File: config.mk
export PLATFORM = sky130hd
export DESIGN_NAME = dofs_top
export DESIGN_NICKNAME = d
export VERILOG_FILES = /design/src/dofs_pkg.sv /design/src/dofs_top.sv
export SDC_FILE = /design/constraint.sdc
export NUM_CORES = 1
export LEC_CHECK = 0
export CAP_MARGIN = 20
export CORE_AREA = 2 2 122 65
export DETAILED_ROUTE_END_ITERATION = 6
export DIE_AREA = 0 0 124 67
export DONT_BUFFER_PORTS = 1
export GPL_ROUTABILITY_DRIVEN = 0
export PLACE_DENSITY = 0.67
export REMOVE_ABC_BUFFERS = 1
export SETUP_SLACK_MARGIN = 0.15
export SKIP_CTS_REPAIR_TIMING = 1
export SKIP_LAST_GASP = 1
export SLEW_MARGIN = 20
export SYNTH_ARGS = -nofsm -noshare
export SYNTH_HDL_FRONTEND = slang
export SYNTH_SLANG_ARGS = --single-unit
File: constraint.sdc
create_clock -name clk -period 2.2 [get_ports clk]
set_input_delay 0.44 -clock clk [delete_from_list [all_inputs] [get_ports clk]]
set_output_delay 0.44 -clock clk [all_outputs]
set_load 0.005 [all_outputs]
File: src/dofs_pkg.sv
// Constants for the digital output function selector.
// Assumes a 32-bit AXI4-Lite register bus with byte addressing.
package dofs_pkg;
   localparam int ADDR_W = 8;
   localparam int DATA_W = 32;
   localparam int CODE_W = 8;
   localparam int NUM_OUT = 3;
   // Register byte offsets
   localparam logic [7:0] OFS_Y1_CODE = 8'h00;
   localparam logic [7:0] OFS_RO1_CODE = 8'h04;
   localparam logic [7:0] OFS_RO2_CODE = 8'h08;
   localparam logic [7:0] OFS_VIRT_MODBUS = 8'h0C;
   localparam logic [7:0] OFS_VIRT_FIELDBUS = 8'h10;
   localparam logic [7:0] OFS_VIRT_ETHERNET = 8'h14;
   localparam logic [7:0] OFS_OUT_STATUS = 8'h18;
   // Register indices returned by the address decoder
   localparam logic [2:0] IDX_Y1 = 3'h0;
   localparam logic [2:0] IDX_RO1 = 3'h1;
   localparam logic [2:0] IDX_RO2 = 3'h2;
   localparam logic [2:0] IDX_MODBUS = 3'h3;
   localparam logic [2:0] IDX_FIELDBUS = 3'h4;
   localparam logic [2:0] IDX_ETHERNET = 3'h5;
   localparam logic [2:0] IDX_STATUS = 3'h6;
   localparam logic [2:0] IDX_NONE = 3'h7;
   // Reset values
   localparam logic [7:0] RST_Y1_CODE = 8'h00;
   localparam logic [7:0] RST_RO1_CODE = 8'h01;
   localparam logic [7:0] RST_RO2_CODE = 8'h00;
   localparam logic [2:0] RST_VIRT = 3'h0;
   // Output bit positions in the status and virtual registers
   localparam int POS_Y1 = 0;
   localparam int POS_RO1 = 1;
   localparam int POS_RO2 = 2;
   // Function codes
   localparam int FC_INVALID = 0;
   localparam int FC_RUNNING = 1;
   localparam int FC_FORWARD = 2;
   localparam int FC_REVERSE = 3;
   localparam int FC_JOG = 4;
   localparam int FC_FAULT = 5;
   localparam int FC_FDT_ONE = 6;
   localparam int FC_FDT_TWO = 7;
   localparam int FC_FREQ_REACHED = 8;
   localparam int FC_ZERO_SPEED = 9;
   localparam int FC_UPPER_LIMIT = 10;
   localparam int FC_LOWER_LIMIT = 11;
   localparam int FC_READY = 12;
   localparam int FC_PRE_EXCITE = 13;
   localparam int FC_OVERLOAD = 14;
   localparam int FC_UNDERLOAD = 15;
   localparam int FC_SEQ_STAGE = 16;
   localparam int FC_SEQ_CYCLE = 17;
   localparam int FC_SET_COUNT = 18;
   localparam int FC_DESIG_COUNT = 19;
   localparam int FC_EXT_FAULT = 20;
   localparam int FC_RESERVED_21 = 21;
   localparam int FC_RUN_TIME = 22;
   localparam int FC_VIRT_MODBUS = 23;
   localparam int FC_VIRT_FIELDBUS = 24;
   localparam int FC_VIRT_ETHERNET = 25;
   localparam int FC_TABLE = 32;
   // AXI responses
   localparam logic [1:0] RESP_OKAY = 2'h0;
   localparam logic [1:0] RESP_SLVERR = 2'h2;
endpackage

File: src/dofs_top.sv
// Digital output function selector with an AXI4-Lite register slave.
// Assumes condition flags synchronous to clk; detectors live elsewhere.
//
// Functional notes
// - Three outputs, two relays and one open collector, each with own code.
// - Several outputs may share one code and then follow one condition; for codes 23 to 25 each follows its own virtual bit.
// - Code 0 holds the output OFF always.
// - Code 1 ON while running with non-zero output frequency.
// - Code 2 ON while producing frequency in forward direction.
// - Code 3 ON while producing frequency in reverse direction.
// - Code 4 ON while producing frequency in jog operation.
// - Code 5 ON while a drive fault is present.
// - Codes 6, 7, 8 follow level detectors one, two and frequency reached.
// - Code 9 ON when output and reference frequency both zero.
// - Code 10 ON when running frequency reached upper limit.
// - Code 11 ON when running frequency reached lower limit.
// - Code 12 ON when both powers up, no protection, ready to run.
// - Code 13 ON during motor pre-excitation.
// - Code 14 follows the overload pre-alarm flag.
// - Code 15 follows the underload pre-alarm flag.
// - Code 16 signals sequencer stage completed.
// - Code 17 signals sequencer cycle completed.
// - Codes 18, 19, 20, 22 follow count, count, external fault, run time flags.
// - Code 23 follows the Modbus virtual bit.
// - Code 24 follows the PROFIBUS or CANopen virtual bit.
// - Code 25 follows the Ethernet virtual bit.
`timescale 1ns/1ps
module dofs_top (
   input wire logic clk,
   input wire logic rst_n,
   input wire logic drive_running,
   input wire logic out_freq_nonzero,
   input wire logic dir_reverse,
   input wire logic jog_active,
   input wire logic fault_active,
   input wire logic freq_level_detect_one,
   input wire logic freq_level_detect_two,
   input wire logic freq_reached,
   input wire logic ref_freq_zero,
   input wire logic upper_limit_reached,
   input wire logic lower_limit_reached,
   input wire logic main_power_ok,
   input wire logic ctrl_power_ok,
   input wire logic protection_active,
   input wire logic ready_to_run,
   input wire logic pre_exciting,
   input wire logic overload_prealarm,
   input wire logic underload_prealarm,
   input wire logic seq_stage_done,
   input wire logic seq_cycle_done,
   input wire logic set_count_reached,
   input wire logic designated_count_reached,
   input wire logic ext_fault_active,
   input wire logic run_time_reached,
   output logic y1_out,
   output logic ro1_out,
   output logic ro2_out,
   input wire logic [dofs_pkg::ADDR_W-1:0] s_axi_awaddr,
   input wire logic s_axi_awvalid,
   output logic s_axi_awready,
   input wire logic [dofs_pkg::DATA_W-1:0] s_axi_wdata,
   input wire logic [3:0] s_axi_wstrb,
   input wire logic s_axi_wvalid,
   output logic s_axi_wready,
   output logic [1:0] s_axi_bresp,
   output logic s_axi_bvalid,
   input wire logic s_axi_bready,
   input wire logic [dofs_pkg::ADDR_W-1:0] s_axi_araddr,
   input wire logic s_axi_arvalid,
   output logic s_axi_arready,
   output logic [dofs_pkg::DATA_W-1:0] s_axi_rdata,
   output logic [1:0] s_axi_rresp,
   output logic s_axi_rvalid,
   input wire logic s_axi_rready
);

   // Word decode shared by both channels
   function automatic logic [2:0] decode(input logic [dofs_pkg::ADDR_W-1:0] a);
      logic [7:0] w;
      w = {a[7:2], 2'b00};
      case (w)
         dofs_pkg::OFS_Y1_CODE: decode = dofs_pkg::IDX_Y1;
         dofs_pkg::OFS_RO1_CODE: decode = dofs_pkg::IDX_RO1;
         dofs_pkg::OFS_RO2_CODE: decode = dofs_pkg::IDX_RO2;
         dofs_pkg::OFS_VIRT_MODBUS: decode = dofs_pkg::IDX_MODBUS;
         dofs_pkg::OFS_VIRT_FIELDBUS: decode = dofs_pkg::IDX_FIELDBUS;
         dofs_pkg::OFS_VIRT_ETHERNET: decode = dofs_pkg::IDX_ETHERNET;
         dofs_pkg::OFS_OUT_STATUS: decode = dofs_pkg::IDX_STATUS;
         default: decode = dofs_pkg::IDX_NONE;
      endcase
   endfunction

   // Per-output condition table: common conditions plus its own virtual bits
   function automatic logic [dofs_pkg::FC_TABLE-1:0] out_table(
      input logic [dofs_pkg::FC_TABLE-1:0] common,
      input logic mb,
      input logic fb,
      input logic eth);
      logic [dofs_pkg::FC_TABLE-1:0] t;
      t = common;
      t[dofs_pkg::FC_VIRT_MODBUS] = mb;
      t[dofs_pkg::FC_VIRT_FIELDBUS] = fb;
      t[dofs_pkg::FC_VIRT_ETHERNET] = eth;
      out_table = t;
   endfunction

   // Codes beyond the table select nothing
   function automatic logic select(input logic [dofs_pkg::CODE_W-1:0] code,
      input logic [dofs_pkg::FC_TABLE-1:0] t);
      if (code < 8'(dofs_pkg::FC_TABLE)) begin
         select = t[code[4:0]];
      end else begin
         select = 1'b0;
      end
   endfunction

   logic [7:0] y1_code_reg;
   logic [7:0] ro1_code_reg;
   logic [7:0] ro2_code_reg;
   logic [2:0] virt_mb_reg;
   logic [2:0] virt_fb_reg;
   logic [2:0] virt_eth_reg;
   logic [2:0] out_reg;
   logic [2:0] out_next;
   logic [dofs_pkg::FC_TABLE-1:0] cond;
   logic [dofs_pkg::ADDR_W-1:0] awaddr_reg;
   logic [7:0] wdata_reg;
   logic wstrb0_reg;
   logic aw_have_reg;
   logic w_have_reg;
   logic awready_reg;
   logic wready_reg;
   logic bvalid_reg;
   logic [1:0] bresp_reg;
   logic arready_reg;
   logic rvalid_reg;
   logic [1:0] rresp_reg;
   logic [31:0] rdata_reg;

   // Condition table indexed by function code
   wire freq_out = drive_running & out_freq_nonzero;
   always_comb begin
      cond = '0;
      cond[dofs_pkg::FC_RUNNING] = freq_out;
      cond[dofs_pkg::FC_FORWARD] = freq_out & ~dir_reverse;
      cond[dofs_pkg::FC_REVERSE] = freq_out & dir_reverse;
      cond[dofs_pkg::FC_JOG] = freq_out & jog_active;
      cond[dofs_pkg::FC_FAULT] = fault_active;
      cond[dofs_pkg::FC_FDT_ONE] = freq_level_detect_one;
      cond[dofs_pkg::FC_FDT_TWO] = freq_level_detect_two;
      cond[dofs_pkg::FC_FREQ_REACHED] = freq_reached;
      cond[dofs_pkg::FC_ZERO_SPEED] = ~out_freq_nonzero & ref_freq_zero;
      cond[dofs_pkg::FC_UPPER_LIMIT] = upper_limit_reached;
      cond[dofs_pkg::FC_LOWER_LIMIT] = lower_limit_reached;
      cond[dofs_pkg::FC_READY] = main_power_ok & ctrl_power_ok & ~protection_active
         & ready_to_run;
      cond[dofs_pkg::FC_PRE_EXCITE] = pre_exciting;
      cond[dofs_pkg::FC_OVERLOAD] = overload_prealarm;
      cond[dofs_pkg::FC_UNDERLOAD] = underload_prealarm;
      cond[dofs_pkg::FC_SEQ_STAGE] = seq_stage_done;
      cond[dofs_pkg::FC_SEQ_CYCLE] = seq_cycle_done;
      cond[dofs_pkg::FC_SET_COUNT] = set_count_reached;
      cond[dofs_pkg::FC_DESIG_COUNT] = designated_count_reached;
      cond[dofs_pkg::FC_EXT_FAULT] = ext_fault_active;
      cond[dofs_pkg::FC_RESERVED_21] = 1'b0;
      cond[dofs_pkg::FC_RUN_TIME] = run_time_reached;
   end

   // One selector per terminal
   assign out_next[dofs_pkg::POS_Y1] = select(y1_code_reg, out_table(cond,
      virt_mb_reg[dofs_pkg::POS_Y1], virt_fb_reg[dofs_pkg::POS_Y1],
      virt_eth_reg[dofs_pkg::POS_Y1]));
   assign out_next[dofs_pkg::POS_RO1] = select(ro1_code_reg, out_table(cond,
      virt_mb_reg[dofs_pkg::POS_RO1], virt_fb_reg[dofs_pkg::POS_RO1],
      virt_eth_reg[dofs_pkg::POS_RO1]));
   assign out_next[dofs_pkg::POS_RO2] = select(ro2_code_reg, out_table(cond,
      virt_mb_reg[dofs_pkg::POS_RO2], virt_fb_reg[dofs_pkg::POS_RO2],
      virt_eth_reg[dofs_pkg::POS_RO2]));

   always_ff @(posedge clk) begin
      if (!rst_n) begin
         out_reg <= 3'h0;
      end else begin
         out_reg <= out_next;
      end
   end

   assign y1_out = out_reg[dofs_pkg::POS_Y1];
   assign ro1_out = out_reg[dofs_pkg::POS_RO1];
   assign ro2_out = out_reg[dofs_pkg::POS_RO2];

   // Write channel: address and data taken in either order
   wire aw_take = s_axi_awvalid & awready_reg;
   wire w_take = s_axi_wvalid & wready_reg;
   wire aw_avail = aw_have_reg | aw_take;
   wire w_avail = w_have_reg | w_take;
   wire do_write = aw_avail & w_avail;
   wire [dofs_pkg::ADDR_W-1:0] wr_addr = aw_take ? s_axi_awaddr : awaddr_reg;
   wire [7:0] wr_byte = w_take ? s_axi_wdata[7:0] : wdata_reg;
   wire wr_lane = w_take ? s_axi_wstrb[0] : wstrb0_reg;
   wire [2:0] wr_idx = decode(wr_addr);
   wire wr_en = do_write & wr_lane;
   wire aw_have_next = aw_avail & ~do_write;
   wire w_have_next = w_avail & ~do_write;
   wire bvalid_next = do_write | (bvalid_reg & ~s_axi_bready);

   always_ff @(posedge clk) begin
      if (!rst_n) begin
         aw_have_reg <= 1'b0;
         w_have_reg <= 1'b0;
         awready_reg <= 1'b0;
         wready_reg <= 1'b0;
         bvalid_reg <= 1'b0;
         bresp_reg <= dofs_pkg::RESP_OKAY;
         awaddr_reg <= '0;
         wdata_reg <= 8'h00;
         wstrb0_reg <= 1'b0;
      end else begin
         aw_have_reg <= aw_have_next;
         w_have_reg <= w_have_next;
         awready_reg <= ~aw_have_next & ~bvalid_next;
         wready_reg <= ~w_have_next & ~bvalid_next;
         bvalid_reg <= bvalid_next;
         awaddr_reg <= wr_addr;
         wdata_reg <= wr_byte;
         wstrb0_reg <= wr_lane;
         if (do_write) begin
            bresp_reg <= (wr_idx == dofs_pkg::IDX_NONE) ? dofs_pkg::RESP_SLVERR
               : dofs_pkg::RESP_OKAY;
         end
      end
   end

   // Configuration registers; status is read only
   always_ff @(posedge clk) begin
      if (!rst_n) begin
         y1_code_reg <= dofs_pkg::RST_Y1_CODE;
         ro1_code_reg <= dofs_pkg::RST_RO1_CODE;
         ro2_code_reg <= dofs_pkg::RST_RO2_CODE;
         virt_mb_reg <= dofs_pkg::RST_VIRT;
         virt_fb_reg <= dofs_pkg::RST_VIRT;
         virt_eth_reg <= dofs_pkg::RST_VIRT;
      end else if (wr_en) begin
         case (wr_idx)
            dofs_pkg::IDX_Y1: y1_code_reg <= wr_byte;
            dofs_pkg::IDX_RO1: ro1_code_reg <= wr_byte;
            dofs_pkg::IDX_RO2: ro2_code_reg <= wr_byte;
            dofs_pkg::IDX_MODBUS: virt_mb_reg <= wr_byte[2:0];
            dofs_pkg::IDX_FIELDBUS: virt_fb_reg <= wr_byte[2:0];
            dofs_pkg::IDX_ETHERNET: virt_eth_reg <= wr_byte[2:0];
            default: ;
         endcase
      end
   end

   // Read channel
   wire ar_take = s_axi_arvalid & arready_reg;
   wire [2:0] rd_idx = decode(s_axi_araddr);
   wire rvalid_next = ar_take | (rvalid_reg & ~s_axi_rready);
   logic [31:0] rd_word;
   always_comb begin
      case (rd_idx)
         dofs_pkg::IDX_Y1: rd_word = {24'h000000, y1_code_reg};
         dofs_pkg::IDX_RO1: rd_word = {24'h000000, ro1_code_reg};
         dofs_pkg::IDX_RO2: rd_word = {24'h000000, ro2_code_reg};
         dofs_pkg::IDX_MODBUS: rd_word = {29'h0, virt_mb_reg};
         dofs_pkg::IDX_FIELDBUS: rd_word = {29'h0, virt_fb_reg};
         dofs_pkg::IDX_ETHERNET: rd_word = {29'h0, virt_eth_reg};
         dofs_pkg::IDX_STATUS: rd_word = {29'h0, out_reg};
         default: rd_word = 32'h00000000;
      endcase
   end

   always_ff @(posedge clk) begin
      if (!rst_n) begin
         arready_reg <= 1'b0;
         rvalid_reg <= 1'b0;
         rresp_reg <= dofs_pkg::RESP_OKAY;
         rdata_reg <= 32'h00000000;
      end else begin
         arready_reg <= ~rvalid_next;
         rvalid_reg <= rvalid_next;
         if (ar_take) begin
            rdata_reg <= rd_word;
            rresp_reg <= (rd_idx == dofs_pkg::IDX_NONE) ? dofs_pkg::RESP_SLVERR
               : dofs_pkg::RESP_OKAY;
         end
      end
   end

   assign s_axi_awready = awready_reg;
   assign s_axi_wready = wready_reg;
   assign s_axi_bvalid = bvalid_reg;
   assign s_axi_bresp = bresp_reg;
   assign s_axi_arready = arready_reg;
   assign s_axi_rvalid = rvalid_reg;
   assign s_axi_rresp = rresp_reg;
   assign s_axi_rdata = rdata_reg;
endmodule // dofs_top

======== Word level (Yosys, flattened, before mapping) ========
Cells that the tools add are included.
storage, ports and cells
  register bits after elaboration ......... 96
  input bits .............................. 83
  output and inout port bits .............. 44
  word-level logic and storage cells ...... 114
cells by class
  order comparisons ....................... 6
  eq/ne operators ......................... 25
  muxes and demuxes ....................... 14
  bitwise operators ....................... 33
  reduce and logical (&&, ||, !) cells .... 13
operator list
  operator                                                     number
  case mux 8 bit (7 select lines)                              1
  case mux 3 bit (7 select lines)                              2
  == test 6 x 3 -> 1 bit (second input constant)               6
  == test 6 x 2 -> 1 bit (second input constant)               4
  less-than comparator 8 x 6 -> 1 bit (second input constant)  3
  == test 3 bit (second input constant)                        7
  bitwise AND 1 bit                                            19
  less-than comparator 5 x 6 -> 1 bit (second input constant)  3
  AND reduction 2 bit                                          9
  2-to-1 mux 8 bit                                             2
  binary-select mux 1 bit (select 5 bit)                       3
  == test 3 x 2 -> 1 bit (second input constant)               4
  == test 6 x 1 -> 1 bit (second input constant)               2
  zero test 6 bit                                              2
  inverter 1 bit                                               10
  == test 3 x 1 -> 1 bit (second input constant)               2
  zero test 3 bit                                              2
  2-to-1 mux 1 bit                                             4
  2-to-1 mux 2 bit                                             2
  bitwise OR 1 bit                                             4

======== Longest topological paths before layout ========
  depth after elaboration ................. 7
  gate-level depth with buffers ........... 8

======== Least setup slack after synthesis ========
OpenSTA, ideal clock, no wires.
  kind .................................... input-to-reg
  start point ............................. input port s_axi_awvalid
  end point ............................... register ro1_code_reg[5]
  library setup time ...................... 119 ps
  arrival time ............................ 1,882 ps
  required time ........................... 2,081 ps
  setup slack ............................. 199 ps
  stages on the path ...................... 7
  path through ............................ buf_4 > a211o_1 > a222oi_1 > nand4b_2 > buf_2 > nand3_1 > o21ai_1
between the ends
  longest elaborated chain between the ends .. 6
RTL lines
  what                                            RTL line         source
  start: declaration                              dofs_top.sv:59   input wire logic s_axi_awvalid,
  bitwise AND 1 bit *                             dofs_top.sv:193  wire aw_take = s_axi_awvalid & awready_reg;
  2-to-1 mux 8 bit                                dofs_top.sv:198  wire [dofs_pkg::ADDR_W-1:0] wr_addr = aw_take ? s_axi_awaddr : awaddr_reg;
  == test 6 x 3 -> 1 bit (tied with other cells)  dofs_top.sv:81   case (w)
  case mux 3 bit (7 select lines)                 dofs_top.sv:81
  == test 3 x 1 -> 1 bit                          dofs_top.sv:244  case (wr_idx)
  AND reduction 2 bit (no line) *                 --
  end signal: assignment                          dofs_top.sv:238  ro1_code_reg <= dofs_pkg::RST_RO1_CODE;
  end signal: assignment                          dofs_top.sv:246  dofs_pkg::IDX_RO1: ro1_code_reg <= wr_byte;
  end: declaration                                dofs_top.sv:118  logic [7:0] ro1_code_reg;
Mark *: on every way between the ends. The rest lies on a longest branch, timed or not.
A chain may end at the register's enable or synchronous reset.

======== Worst setup path after layout ========
  start point ............................. register y1_code_reg[0]
  end point ............................... register out_reg[0]
between the ends
  longest elaborated chain between the ends .. 2
RTL lines
  what                                                                                           RTL line                          source
  start: declaration                                                                             dofs_top.sv:117                   logic [7:0] y1_code_reg;
  start signal: assignment                                                                       dofs_top.sv:237                   y1_code_reg <= dofs_pkg::RST_Y1_CODE;
  start signal: assignment                                                                       dofs_top.sv:245                   dofs_pkg::IDX_Y1: y1_code_reg <= wr_byte;
  less-than comparator 8 x 6 -> 1 bit or binary-select mux 1 bit (select 5 bit) (tied branches)  dofs_top.sv:110, dofs_top.sv:111
  AND reduction 2 bit (no line) or 2-to-1 mux 1 bit (tied branches)                              --
  end signal: assignment                                                                         dofs_top.sv:184                   out_reg <= out_next;
  end: declaration                                                                               dofs_top.sv:123                   logic [2:0] out_reg;
Several ways; a longest one is shown, not always the timed one. The select of a mux whose other input is x is not followed.

==> results.ini <==
[placed_design]
io_buffers=0
dpl.hpwl_um=6810

[detailed_routing]
drc_errors=0
dr.first_iter.drc_count=273
wl_per_cell_um=17.7
ant_nets=0
vias_per_cell=5.88
drt_pass1_iterations=5
vias=3048
wl_um=9180

[global_routing]
grt_overflow=0
grt_pass1_wl_um=14200
grtUsageTotal_pct=23.1
antenna_found_initial=0
grt_start_max_net_pins=68
grt_pass1_vias=2681

[critical_path]
worst_ep_required_time_ns=2.42
cp.buffers_inverters=0
crit_family=flip-flops
critPathLaunch=y1_code_reg[0]$_SDFFE_PN0P_
cp_max_fo=14
cp_data_arrival_time_ns=2.13
endpoint=out_reg[0]$_SDFF_PN0_
slowest_stage=dfxtp_1
path_cells=mux2i_1 -> nand2_1 -> a32oi_1 -> o221ai_1 -> and4_1
worstSetupEndpointType=flop
path_class=reg -> reg
rr_endpoint=out_reg[0]$_SDFF_PN0_
crit_cells=5
crit_path_max_incr_delay_ns=0.74
start_kind=flop
reg2regPathDepth=5
r2r_slack_ns=0.29
r2r-start=y1_code_reg[0]$_SDFFE_PN0P_

[min_path]
worstHoldPathType=in -> reg

[timing]
finalHoldViolCount=0
rsz0062_at_grt=false
max_freq_mhz=524
setup_viol=0
setup_tns_ns=0
relSlewSlack_pct=56.2
fin_crit_ns=1.91
timing.hold.ws_ns=0.171
tightest_slew_ns=0.648
finalMaxSlewViolations=0
post-route-period-util_pct=86.8
skew_ns=0.00529

[floorplan]
core_area_mm2=0.00716
die_h_um=67
start_util_pct=53.2
die_w_um=124
num_rows=22
die-area_mm2=0.00831
num_io_pins=127

[synth]
syn-cell-area_mm2=0.00380
yosysSeqAreaShare_pct=35.8
synth_area_per_cell_um2=9.00
syn_inst=423
yosysWarnings=0
ys_seq_elements=68
synth_edf_count=0
synth_flop_cell=dfxtp_1
async_reset_ff_share_pct=0
synth_cell_types=55

[power]
ir_drop_mv=0.447
leakage_uw=0.00164
p_per_area_mw_per_mm2=743

[outcome]
outcome=complete, no violations

[finish]
diodes=0
fin_util_pct=57.9
drive_gt1_share_pct=13.0
area_growth_syn_to_layout_pct=8.85
fin_nets=500

[clock_network]
clk_pin_slew_ns=0.05
cts_tree=done
cts_root_buffer=clkbuf_16
cts_buffer_depth=2
cts-buffers-inserted=9
clk_latency_ns=0.33
htreeDepth=3
cts_sinks=68

[job]
drv_cap=0

[worst min path at each step]
stage / from / endpoint / slack (ns) / cells after the start
3_5_place_dp: aw_have_reg$_SDFF_PN0_ / s_axi_awready$_SDFF_PN0_ / 0.44 / 1
4_1_cts: rst_n / ro1_code_reg[0]$_SDFFE_PN1P_ / 0.17 / 1
2_1_floorplan: aw_have_reg$_SDFF_PN0_ / s_axi_awready$_SDFF_PN0_ / 0.42 / 1
3_3_place_gp: aw_have_reg$_SDFF_PN0_ / s_axi_awready$_SDFF_PN0_ / 0.44 / 1
5_1_grt: rst_n / ro1_code_reg[0]$_SDFFE_PN1P_ / 0.19 / 1
6_report: rst_n / ro1_code_reg[0]$_SDFFE_PN1P_ / 0.17 / 1
[synthesized netlist by cell type (5+ instances only)]
master | n | area (um2)
a22oi_1 | 6 | 45.0
nand2b_1 | 6 | 37.5
mux2i_1 | 51 | 510
dfxtp_1 | 68 | 1360
nor2_1 | 11 | 41.3
o21ai_0 | 16 | 80.1
and2_1 | 6 | 37.5
nand2_1 | 62 | 233
mux4_2 | 7 | 158
clkbuf_1 | 20 | 75.1
nand3_1 | 10 | 50.1
nand3b_1 | 5 | 37.5
a21oi_1 | 9 | 45.0
nor2b_1 | 12 | 75.1
o21ai_1 | 7 | 35.0
mux2_2 | 11 | 124
inv_1 | 13 | 48.8
buf_4 | 28 | 210
[power by group]
part | switching, uW | internal (uW) | total [uW] | leakage (uW)
Combinational | 101 | 92.8 | 194 | 0.000919
Sequential | 20.6 | 1260 | 1280 | 0.000551
Clock | 522 | 1080 | 1600 | 0.000169
[cell usage in the layout (no fill, tap or decap), types with 4 or more instances in the layout]
cell type	netlist	final
inv_1	13	13
nor2b_1	12	12
o31ai_1	4	4
and3_1	4	4
nand2_1	62	62
and2_1	6	6
a21boi_0	4	4
nand2b_1	6	6
mux4_2	7	7
nor2_1	11	11
nand4_1	4	4
a22oi_1	6	6
o21ai_1	7	7
dfxtp_1	68	67
o21ai_0	16	16
nand3_1	10	10
a21oi_1	9	9
nand3b_1	5	5
clkbuf_16	0	9
conb_1	1	26
mux2_2	11	11
mux2i_1	51	51
buf_4	28	14
[through the flow]
step / std cells / instance area (um2) / power [uW] / setup slack [ns]
after CTS: 518 / 4140 / 3100 / 0.197
after floorplan: 392 / 3580 / 1450 / 0.259
after global placement: 502 / 3800 / 1490 / 0.258
final: 518 / 4140 / 3080 / 0.291
after detailed placement: 502 / 3800 / 1500 / 0.207
after global routing: 518 / 4140 / 3180 / 0.202
[layout make-up]
type / instances / area [um2]
multi-input cells: 311 / 2170
well taps: 96 / 120
clock inverters: 4 / 70.1
repair buffers: 14 / 105
flip-flops and latches: 68 / 1360
inverters: 13 / 48.8
fillers: 643 / 3020
clock buffers: 12 / 267
[routing by layer]
metal | GRT usage (%) | vias to the layer above | wire length (um)
li1 | - | 1446 | -
met1 | 34.4 | 1440 | 4590
met2 | 30.8 | 153 | 3560
met3 | 8.39 | 9 | 960
met4 | 5.34 | 0 | 68
met5 | 0 | - | 0
[cell families after synthesis]
logic type / synth area share, %
AOI/OAI and AO/OA: 14.2
xor gates and xnor gates: 0.691
buffers and inverters: 9.70
DFF: 35.8
muxes: 20.8
other: 0.0986
and+or+nand+nor: 18.7
(Power assumes the default switching activity.)
